[config.mk]
export PLATFORM = sky130hd
export DESIGN_NAME = cef_ext_filter
export DESIGN_NICKNAME = d
export VERILOG_FILES = /design/src/verilog/cef_pkg.sv /design/src/verilog/cef_elem_match.sv /design/src/verilog/cef_ext_filter.sv
export SDC_FILE = /design/constraint.sdc
export NUM_CORES = 2
export LEC_CHECK = 0
export BUFFER_PORTS_ARGS = -buffer_cell sky130_fd_sc_hd__buf_2
export CAP_MARGIN = 20
export CORE_MARGIN = 3
export CORE_UTILIZATION = 40
export DETAILED_ROUTE_END_ITERATION = 12
export GPL_TIMING_DRIVEN = 0
export PLACE_DENSITY = 0.67
export SYNTH_ARGS = -nofsm -noshare
export SYNTH_HDL_FRONTEND = slang
export SYNTH_HIERARCHICAL = 1
export SYNTH_SLANG_ARGS = --single-unit
[constraint.sdc]
create_clock -name clk_i -period 5.8 [get_ports clk_i]
set_input_delay 0.58 -clock clk_i [delete_from_list [all_inputs] [get_ports clk_i]]
set_output_delay 0.58 -clock clk_i [all_outputs]
set_load 0.005 [all_outputs]
[src/verilog/cef_pkg.sv]
package cef_pkg;

   // Bus geometry
   localparam int ADR_W = 12;
   localparam int DAT_W = 32;
   localparam int SEL_W = 4;

   // Register byte offsets
   localparam logic [ADR_W-1:0] OFS_CTRL      = 12'h000;
   localparam logic [ADR_W-1:0] OFS_GMASK     = 12'h004;
   localparam logic [ADR_W-1:0] OFS_HIGH_PRIO_MATCH_STATUS      = 12'h008;
   localparam logic [ADR_W-1:0] OFS_IRQ_STAT  = 12'h00c;
   localparam logic [ADR_W-1:0] OFS_IRQ_MASK  = 12'h010;
   localparam logic [ADR_W-1:0] OFS_RESULT    = 12'h014;
   localparam logic [ADR_W-1:0] OFS_ELEM_BASE = 12'h100;
   localparam int               ELEM_BYTES    = 8;

   // Element word layout
   localparam int CODE_MSB  = 31;
   localparam int CODE_LSB  = 29;
   localparam int FTYPE_MSB = 31;
   localparam int FTYPE_LSB = 30;
   localparam int IDENT_MSB = 28;
   localparam int IDENT_W   = 29;

   // Status field positions
   localparam int HIGH_PRIO_MATCH_STATUS_CODE_LSB = 8;
   localparam int HIGH_PRIO_MATCH_STATUS_EXT_BIT  = 15;
   localparam int RES_PRIO_BIT  = 8;
   localparam int RES_IDX_LSB   = 16;
   localparam int RES_HIT_BIT   = 31;

   // Interrupt bits
   localparam int IRQ_W        = 2;
   localparam int IRQ_HIGH_PRI = 0;
   localparam int IRQ_DONE     = 1;

   // Reset values
   localparam logic [7:0]         RST_LIST_SIZE = 8'h00;
   localparam logic [IDENT_W-1:0] RST_GMASK     = 29'h1fffffff;
   localparam logic [IRQ_W-1:0]   RST_IRQ_MASK  = 2'h0;

   // Element configuration codes
   typedef enum logic [2:0] {
      CFG_DISABLE        = 3'h0,
      CFG_STORE_FIFO0    = 3'h1,
      CFG_STORE_FIFO1    = 3'h2,
      CFG_REJECT         = 3'h3,
      CFG_PRIO_ONLY      = 3'h4,
      CFG_PRIO_FIFO0     = 3'h5,
      CFG_PRIO_FIFO1     = 3'h6,
      CFG_STORE_DEDI_BUF = 3'h7
   } cef_cfg_e;

   // Filter types
   typedef enum logic [1:0] {
      FT_MASKED_RANGE = 2'h0,
      FT_DUAL         = 2'h1,
      FT_CLASSIC      = 2'h2,
      FT_RANGE        = 2'h3
   } cef_ftype_e;

   // Filter decision
   typedef enum logic [2:0] {
      DEC_NO_MATCH = 3'h0,
      DEC_FIFO0    = 3'h1,
      DEC_FIFO1    = 3'h2,
      DEC_DEDI_BUF = 3'h3,
      DEC_REJECT   = 3'h4
   } cef_dec_e;

   // One filter element, word zero in the upper half
   typedef struct packed {
      cef_cfg_e           element_config_code;
      logic [IDENT_W-1:0] filter_ident_first;
      cef_ftype_e         filter_type_sel;
      logic [IDENT_W-1:0] filter_ident_second;
   } cef_elem_s;

   // Wishbone request from the master
   typedef struct packed {
      logic             cyc;
      logic             stb;
      logic             we;
      logic [ADR_W-1:0] adr;
      logic [SEL_W-1:0] sel;
      logic [DAT_W-1:0] dat;
   } cef_wb_req_s;

   // Result of one filter walk
   typedef struct packed {
      cef_dec_e   decision;
      logic       high_prio;
      logic       hit;
      logic [7:0] index;
   } cef_result_s;

endpackage

[src/verilog/cef_elem_match.sv]
`timescale 1ns/10ps
module cef_elem_match
(
   // Element and frame
   input  wire cef_pkg::cef_elem_s         elem_i,
   input  wire logic [cef_pkg::IDENT_W-1:0] ident_i,
   input  wire logic [cef_pkg::IDENT_W-1:0] global_ext_ident_mask_i,
   // Verdict
   output logic                            match_o
);
   import cef_pkg::*;

   logic [IDENT_W-1:0] mid;
   logic [IDENT_W-1:0] id1;
   logic [IDENT_W-1:0] id2;
   logic               hit;

   always_comb
   begin
      mid = ident_i & global_ext_ident_mask_i;
      id1 = elem_i.filter_ident_first;
      id2 = elem_i.filter_ident_second;
      hit = 1'b0;
      if (elem_i.element_config_code == CFG_STORE_DEDI_BUF)
      begin
         hit = (mid == id1);
      end
      else
      begin
         case (elem_i.filter_type_sel)
            FT_MASKED_RANGE: hit = (mid >= id1) && (mid <= id2);
            FT_DUAL:         hit = (mid == id1) || (mid == id2);
            FT_CLASSIC:      hit = ((mid & id2) == (id1 & id2));
            FT_RANGE:        hit = (ident_i >= id1)
                                   && (ident_i <= id2);
            default:         hit = 1'b0;
         endcase
      end
      // Disabled elements never match
      match_o = hit && (elem_i.element_config_code != CFG_DISABLE);
   end

endmodule

[src/verilog/cef_ext_filter.sv]
// Overview of operation
// - Enabled elements below the list size take part in filtering
// - Walk in order, stop at first match
// - Priority codes set flag, raise enabled interrupt
// - Priority match updates priority status register
// - Config code in word zero bits 31:29
// - Codes 0/1/2: disable, FIFO 0, FIFO 1
// - Code 3 rejects a matching frame
// - Codes 4/5/6 mark priority, 5/6 also store
// - Code 7 dedicated buffer, type ignored
// - First identifier in word zero bits 28:0
// - Code 7 needs exact masked identifier match
// - Filter type in word one bits 31:30
// - Type 0 masked inclusive range compare
// - Type 1 matches either identifier
// - Type 2 pattern and mask compare
// - Type 3 range compare without global mask
// - Second identifier in word one bits 28:0
`timescale 1ns/10ps
module cef_ext_filter
#(
   parameter int MAX_ELEM = 16
)
(
   // Clock and reset
   input  wire logic                          clk_i,
   input  wire logic                          rst_i,
   // Wishbone slave
   input  wire cef_pkg::cef_wb_req_s          wb_req_i,
   output logic                               wb_ack_o,
   output logic [cef_pkg::DAT_W-1:0]          wb_dat_o,
   // Received extended frame
   input  wire logic                          frm_valid_i,
   input  wire logic [cef_pkg::IDENT_W-1:0]   frm_ident_i,
   output logic                               frm_ready_o,
   // Filter result
   output logic                               res_valid_o,
   output cef_pkg::cef_result_s               res_o,
   // Interrupt
   output logic                               irq_o
);
   import cef_pkg::*;

   localparam int IW = $clog2(MAX_ELEM);

   // The index is 8 bits wide and element addresses stop below 0x500
   generate
      if (MAX_ELEM < 2 || MAX_ELEM > 128)
      begin : g_bad_size
         $error("MAX_ELEM must lie between 2 and 128");
      end
   endgenerate

   // Register merges below assume a 32-bit bus with byte lanes
   generate
      if (DAT_W != 32 || SEL_W * 8 != DAT_W)
      begin : g_bad_bus
         $error("register bus must be 32 bits with byte lanes");
      end
   endgenerate

   typedef enum logic [1:0] {
      ST_IDLE,
      ST_WALK
   } cef_state_e;

   typedef struct packed {
      cef_state_e                  state;
      logic [7:0]                  idx;
      logic [IDENT_W-1:0]          rx_ident;
      logic [7:0]                  list_size;
      logic [IDENT_W-1:0]          gmask;
      logic [15:0]                 high_prio_match_status;
      logic [IRQ_W-1:0]            irq_stat;
      logic [IRQ_W-1:0]            irq_mask;
      cef_result_s                 res;
      logic                        res_vld;
      logic                        ack;
      logic [DAT_W-1:0]            rdat;
      logic [MAX_ELEM-1:0][63:0]   mem;
   } cef_state_s;

   cef_state_s st_ff;
   cef_state_s nxt_st;

   cef_elem_s  cur_elem;
   logic       cur_match;
   logic       bus_req;
   logic       bus_wr;
   logic [DAT_W-1:0] byte_mask;
   logic [ADR_W-1:0] elem_rel;
   logic [ADR_W-4:0] elem_sel;
   logic       elem_hit;
   logic [IRQ_W-1:0] irq_set;
   logic [DAT_W-1:0] word_zero;
   logic [DAT_W-1:0] word_one;

   // Element under test; idx stays below MAX_ELEM, since list_size is clamped.
   // Fields are cut out one by one: bit 29 of word one is spare, so the
   // 64-bit entry cannot be laid straight onto the 63-bit element.
   assign word_zero = st_ff.mem[st_ff.idx[IW-1:0]][63:32];
   assign word_one  = st_ff.mem[st_ff.idx[IW-1:0]][31:0];
   assign cur_elem  = {word_zero[CODE_MSB:CODE_LSB],
                       word_zero[IDENT_MSB:0],
                       word_one[FTYPE_MSB:FTYPE_LSB],
                       word_one[IDENT_MSB:0]};

   cef_elem_match cef_elem_match_inst
   (
      .elem_i                  (cur_elem),
      .ident_i                 (st_ff.rx_ident),
      .global_ext_ident_mask_i (st_ff.gmask),
      .match_o                 (cur_match)
   );

   // Byte enables widened to a bit mask, one lane per sel bit
   genvar gb;
   generate
      for (gb = 0; gb < SEL_W; gb = gb + 1)
      begin : g_lane
         assign byte_mask[gb*8 +: 8] = {8{wb_req_i.sel[gb]}};
      end
   endgenerate

   // Ack high masks the request, so a held strobe is not taken twice
   assign bus_req  = wb_req_i.cyc && wb_req_i.stb && !st_ff.ack;
   assign bus_wr   = bus_req && wb_req_i.we;
   assign elem_rel = wb_req_i.adr - OFS_ELEM_BASE;
   assign elem_sel = elem_rel[ADR_W-1:3];
   assign elem_hit = (wb_req_i.adr >= OFS_ELEM_BASE)
                     && (elem_sel < (ADR_W-3)'(MAX_ELEM));

   // Byte lanes not selected keep their old contents
   function automatic logic [DAT_W-1:0] merge
   (
      input logic [DAT_W-1:0] old_v,
      input logic [DAT_W-1:0] new_v,
      input logic [DAT_W-1:0] bm
   );
      merge = (old_v & ~bm) | (new_v & bm);
   endfunction

   always_comb
   begin
      logic [DAT_W-1:0] wv;
      logic [63:0]      ev;
      wv      = '0;
      ev      = '0;
      irq_set = '0;
      nxt_st  = st_ff;
      nxt_st.res_vld = 1'b0;
      nxt_st.ack     = bus_req;

      // Filter walk
      case (st_ff.state)
         ST_IDLE:
         begin
            if (frm_valid_i)
            begin
               nxt_st.rx_ident = frm_ident_i;
               nxt_st.idx      = 8'h00;
               nxt_st.state    = ST_WALK;
            end
         end
         ST_WALK:
         begin
            if (st_ff.list_size == 8'h00)
            begin
               nxt_st.res.decision  = DEC_NO_MATCH;
               nxt_st.res.high_prio = 1'b0;
               nxt_st.res.hit       = 1'b0;
               nxt_st.res.index     = 8'h00;
               nxt_st.res_vld       = 1'b1;
               nxt_st.state         = ST_IDLE;
            end
            else if (cur_match)
            begin
               // First enabled match ends the search
               nxt_st.res.hit       = 1'b1;
               nxt_st.res.index     = st_ff.idx;
               nxt_st.res.high_prio = 1'b0;
               nxt_st.res_vld       = 1'b1;
               nxt_st.state         = ST_IDLE;
               case (cur_elem.element_config_code)
                  CFG_STORE_FIFO0:
                     nxt_st.res.decision = DEC_FIFO0;
                  CFG_STORE_FIFO1:
                     nxt_st.res.decision = DEC_FIFO1;
                  CFG_REJECT:
                     nxt_st.res.decision = DEC_REJECT;
                  // Priority-only hits store nothing but still end the walk
                  CFG_PRIO_ONLY:
                     nxt_st.res.decision = DEC_NO_MATCH;
                  CFG_PRIO_FIFO0:
                     nxt_st.res.decision = DEC_FIFO0;
                  CFG_PRIO_FIFO1:
                     nxt_st.res.decision = DEC_FIFO1;
                  CFG_STORE_DEDI_BUF:
                     nxt_st.res.decision = DEC_DEDI_BUF;
                  default:
                     nxt_st.res.decision = DEC_NO_MATCH;
               endcase
               if (cur_elem.element_config_code == CFG_PRIO_ONLY
                   || cur_elem.element_config_code == CFG_PRIO_FIFO0
                   || cur_elem.element_config_code == CFG_PRIO_FIFO1)
               begin
                  nxt_st.res.high_prio = 1'b1;
                  irq_set[IRQ_HIGH_PRI] = 1'b1;
                  // Status keeps the last priority hit until the next one
                  nxt_st.high_prio_match_status = '0;
                  nxt_st.high_prio_match_status[7:0] = st_ff.idx;
                  nxt_st.high_prio_match_status[HIGH_PRIO_MATCH_STATUS_CODE_LSB +: 3] =
                     cur_elem.element_config_code;
                  nxt_st.high_prio_match_status[HIGH_PRIO_MATCH_STATUS_EXT_BIT] = 1'b1;
               end
            end
            else if (st_ff.idx >= st_ff.list_size - 8'h01)
            begin
               // End of list reached without a match; >= also ends a walk
               // whose list was shortened while it ran
               nxt_st.res.decision  = DEC_NO_MATCH;
               nxt_st.res.high_prio = 1'b0;
               nxt_st.res.hit       = 1'b0;
               nxt_st.res.index     = st_ff.idx;
               nxt_st.res_vld       = 1'b1;
               nxt_st.state         = ST_IDLE;
            end
            else
            begin
               nxt_st.idx = st_ff.idx + 8'h01;
            end
         end
         default:
         begin
            nxt_st.state = ST_IDLE;
         end
      endcase
      irq_set[IRQ_DONE] = nxt_st.res_vld;

      // Register writes take effect on the accepting edge
      if (bus_wr)
      begin
         case (wb_req_i.adr)
            OFS_CTRL:
            begin
               wv = merge({24'h0, st_ff.list_size}, wb_req_i.dat,
                          byte_mask);
               // Clamp so the walk never indexes past storage
               if (wv[7:0] > 8'(MAX_ELEM))
                  nxt_st.list_size = 8'(MAX_ELEM);
               else
                  nxt_st.list_size = wv[7:0];
            end
            OFS_GMASK:
            begin
               wv = merge({3'h0, st_ff.gmask}, wb_req_i.dat, byte_mask);
               nxt_st.gmask = wv[IDENT_W-1:0];
            end
            OFS_IRQ_MASK:
            begin
               wv = merge({30'h0, st_ff.irq_mask}, wb_req_i.dat,
                          byte_mask);
               nxt_st.irq_mask = wv[IRQ_W-1:0];
            end
            default:
            begin
               if (elem_hit)
               begin
                  ev = st_ff.mem[elem_sel[IW-1:0]];
                  if (elem_rel[2])
                     ev[31:0] = merge(ev[31:0], wb_req_i.dat,
                                      byte_mask);
                  else
                     ev[63:32] = merge(ev[63:32], wb_req_i.dat,
                                       byte_mask);
                  nxt_st.mem[elem_sel[IW-1:0]] = ev;
               end
            end
         endcase
      end

      // Write one to clear; a new event in the same cycle wins
      nxt_st.irq_stat = st_ff.irq_stat;
      if (bus_wr && wb_req_i.adr == OFS_IRQ_STAT && wb_req_i.sel[0])
         nxt_st.irq_stat = st_ff.irq_stat & ~wb_req_i.dat[IRQ_W-1:0];
      nxt_st.irq_stat = nxt_st.irq_stat | irq_set;

      // Read data, registered with the acknowledge
      if (bus_req)
      begin
         case (wb_req_i.adr)
            OFS_CTRL:     nxt_st.rdat = {24'h0, st_ff.list_size};
            OFS_GMASK:    nxt_st.rdat = {3'h0, st_ff.gmask};
            OFS_HIGH_PRIO_MATCH_STATUS:     nxt_st.rdat = {16'h0, st_ff.high_prio_match_status};
            OFS_IRQ_STAT: nxt_st.rdat = {30'h0, st_ff.irq_stat};
            OFS_IRQ_MASK: nxt_st.rdat = {30'h0, st_ff.irq_mask};
            OFS_RESULT:
            begin
               nxt_st.rdat = '0;
               nxt_st.rdat[2:0] = st_ff.res.decision;
               nxt_st.rdat[RES_PRIO_BIT] = st_ff.res.high_prio;
               nxt_st.rdat[RES_IDX_LSB +: 8] = st_ff.res.index;
               nxt_st.rdat[RES_HIT_BIT] = st_ff.res.hit;
            end
            default:
            begin
               nxt_st.rdat = '0;
               if (elem_hit)
               begin
                  ev = st_ff.mem[elem_sel[IW-1:0]];
                  nxt_st.rdat = elem_rel[2] ? ev[31:0] : ev[63:32];
               end
            end
         endcase
      end
   end

   always_ff @(posedge clk_i)
   begin
      if (rst_i)
      begin
         // Clearing the entries leaves every element disabled
         st_ff           <= '0;
         st_ff.state     <= ST_IDLE;
         st_ff.list_size <= RST_LIST_SIZE;
         st_ff.gmask     <= RST_GMASK;
         st_ff.irq_mask  <= RST_IRQ_MASK;
      end
      else
      begin
         st_ff <= nxt_st;
      end
   end

   // New frames wait while a walk is running
   assign frm_ready_o = (st_ff.state == ST_IDLE);
   assign res_valid_o = st_ff.res_vld;
   assign res_o       = st_ff.res;
   // Ack comes from a flop, so each access costs one wait cycle
   assign wb_ack_o    = st_ff.ack;
   assign wb_dat_o    = st_ff.rdat;
   assign irq_o       = |(st_ff.irq_stat & st_ff.irq_mask);

endmodule

==> summary.txt <==
Power and ir drop
  • Leak pwr: about 27 nW
  • PwrDens: 257.7 mW/mm^2
  • Total power: approximately 18 mW
  • Peak supply drop: between 200 and 250 uV

Synth
  • Ys Warns: 6
  • Area contributors post-synth: dfxtp_1 38%, mux4_2 22%, nor2_1 12%, nor3_1 7.4%, ha_1 3.2%
  • Post-synth EDFFs: 0
  • Synthesized area: 0.06154 mm^2
  • Flops & latches, synth: roughly 1200
  • Count leader, synth: nor2_1
  • Top cell type's share of synthesized area: 0.3780
  • Ys flop type: dfxtp_1
  • Asr flop ratio synth: 0
  • Netlist cell types: a little under 70
  • Post-synthesis cell count: about 6700
  • Sequential area share after synthesis: 0.3780
  • Avg Inst Size Synth: about 9.1 um^2
  • Synth cell count leaders: 1983 x nor2_1, 1162 x dfxtp_1, 908 x nor3_1, 598 x mux4_2, 328 x clkbuf_1
  • Post-Synthesis Net Count: approximately 7000
  • Synth area leader: dfxtp_1

Min path
  • Hold Crit Class: in -> reg
  • HP Start: frm_ident_i[1]
  • Cells on Worst Hold Path: 3
  • Hold EP: st_ff[1129]

Finish
  • # fillers: about 14000
  • Area delta synth->final: 16.23%
  • Proportion of layout cells with a drive suffix above 1: 0.2040
  • Final Net Count: about 7300
  • Footprint of the multi-input gates: between 0.03 and 0.04 mm^2
  • Register area: around 0.023 mm^2

Floorplanning
  • Initial core utilization: 0.4037
  • Core ar.: 0.1524 mm^2
  • Die Wd: 398.2 um
  • Site Rows: between 100 and 150
  • IO Pins: roughly 130
  • Die ar.: about 0.16 mm^2
  • Die Y: approximately 400 um

Drt
  • Drt wl/cell: roughly 34 um
  • Remaining antenna violation count after routing: 0
  • Final wirelength: 317.7 mm
  • Via count: between 60000 and 70000
  • Drt drc: 0
  • Initial DRC Count: approximately 10000
  • Drt pass-1 iters: 7
  • Vias per cell: 6.475

Setup path
  • R2r worst-path depth: 19
  • Worst setup EP type: flop
  • CP Launch Type: flop
  • Worst Path Required: roughly 6.6 ns
  • FF-to-FF Start: st_ff[1160]
  • WS Path Type: reg -> reg
  • Flop-to-flop setup slack: -0.08 ns
  • RR Endpoint: st_ff[1162]
  • Worst setup path startpoint: st_ff[1160]
  • Crit path DAT: ~6.6 ns
  • CP Max Fanout: 10

GRT
  • First-pass GRT wire length: 433.1 mm
  • Initial antenna violation count: 38
  • Largest net degree at the start of global routing: 17
  • GRT Total Usage: 0.3913
  • Total gr overflow: 0
  • Vias in the first global route: roughly 56000

Run
  • Maxcap violations: 0

Clock network
  • CTS sink count: between 1000 and 1500
  • # H-tree levels: 4
  • Root Driver: clkbuf_16
  • CTS buffer count: ~130
  • CTS tree: built
  • Clk Latency, worst-skew pair: around 0.84 ns
  • Clk slew on worst S/H paths: roughly 0.060 ns
  • Bufs on Longest Clock Path: 3

STA
  • Fin crit period: ~6 ns
  • Slew headroom: 0.05843
  • Slew @ Worst Pin: roughly 1.4 ns
  • RSZ-0062 raised after global routing: true
  • Setup violators final: 4
  • Worst Skew: 0.03533 ns
  • Max-slew violations: 0
  • Fmax: roughly 170 MHz
  • Setup ws final: -0.07879 ns
  • Final Hold Viols: 0
  • Crit share post-route: 1.014

Placed design
  • Pre-CTS setup slack: -3.111 ns
  • Port buffer count: between 100 and 150
  • GPL Wtd Cong: between 1 and 1.5
  • HPWL Detailed: about 240 mm

Run status
  • Status: finished with violations
  • Failing checks: setup timing
-- flip-flops by register name, summed over array words and instances (netlist names) --
| signal | cells |
|---|---|
| wb_ack_o | 1 |
| res_o | 13 |
| wb_dat_o | 32 |
| st_ff | 1115 |
| res_valid_o | 1 |
-- critical path: stages, from the launching register on --
cell and delay [ns]:
dfxtp_1 0.65, clkbuf_4 0.58, clkbuf_1 0.56, buf_16 0.25, mux4_2 0.54, inv_2 0.13, ha_1 0.26, nand4_2 0.14
nor4_1 0.08, and2_1 0.17, or4b_1 0.52, a221oi_1 0.24, o211a_1 0.22, a21oi_4 0.07, buf_12 0.15, a211oi_2 0.20
o31ai_2 0.14, buf_4 0.19, or4_1 0.50, a21oi_2 0.17
-- how the worst max path moves through the flow --
stage / end / slack, ns / cells past startpoint
2_1_floorplan: res_o[2] / 0.33 / 20
3_3_place_gp: res_o[3] / -3.57 / 21
3_5_place_dp: res_o[5] / -3.11 / 22
4_1_cts: st_ff[1162] / 0.02 / 20
5_1_grt: st_ff[1162] / -0.05 / 21
6_report: st_ff[1162] / -0.08 / 19
-- power breakdown --
| group | switching (mW) | internal, mW |
|---|---|---|
| clock network | 3.81 | 5.25 |
| registers | 0.0258 | 8.00 |
| logic | 1.01 | 0.339 |
-- cells in the final DEF, fill, tap and decap left out, drive strengths merged, types with 13 or more instances in the layout --
cell,synthesis,final
a221oi,20,20
clkinv,1,25
nand2,315,315
mux4,598,598
xnor2,13,13
or3,17,17
nand4,30,30
a21o,15,15
o21a,17,17
mux2,76,76
inv,73,81
a21oi,103,103
dlygate4sd3,0,22
bufinv,0,14
o21ai,95,95
and2,39,39
mux2i,50,50
nand3,85,85
o22ai,19,19
nor3,911,911
dfxtp,1162,1162
a211oi,141,141
clkbuf,329,517
ha,155,155
diode,0,36
nor2,2001,2001
xor2,22,22
buf,309,517
-- logic make-up after synthesis --
kind of cell	synth area share
AND/OR/NAND/NOR	0.2402
buffers and inverters	0.05099
XOR/XNOR	0.004981
AO/OA/AOI/OAI	0.05347
flip-flops	0.3780
multiplexers	0.2409
adder cells (fa/ha/maj)	0.03151
-- routing by layer --
metal / GRT usage / part of all wire / vias up
li1: - / - / 24630
met1: 0.4587 / 0.34 / 29100
met3: 0.1758 / 0.15 / 1303
met5: 0.007389 / 0.0012 / -
met2: 0.5478 / 0.40 / 5014
met4: 0.3174 / 0.10 / 32
-- per-stage QoR --
stage / TNS, ns / cells / hold slack [ns] / cell area (um^2) / util
after global routing: -0.04630 / 9245 / 0.03328 / 71450 / 0.4687
final: -0.1633 / 9278 / 0.03001 / 71530 / 0.4692
after global placement: -120.64 / 8900 / 0.4356 / 64710 / 0.4245
after detailed placement: -104.31 / 8937 / 0.4398 / 65360 / 0.4288
after floorplan: 0 / 6744 / 0.4168 / 61540 / -
after CTS: 0 / 9222 / 0.01027 / 71080 / 0.4663
-- final cells by class --
type / count / area share
well taps: 2030 / 0.03551
clock inverters: 49 / 0.01069
clock buffers: 189 / 0.05328
inverters: 74 / 0.003883
flip-flops and latches: 1162 / 0.3253
plain buffers: 636 / 0.04732
repair buffers: 232 / 0.03054
multi-input cells: 4870 / 0.4922
diodes: 36 / 0.001259
-- what timing repair did --
action	4_1_cts	5_1_grt
pin swaps	2	3
gates resized for setup	211	52
hold buffers	22	0
cloned	1	1
hold endpoints to repair	22	0
endpoints found under the setup margin	37	24
setup buffers	25	8
No activity file was read; power rests on OpenSTA's default activity.
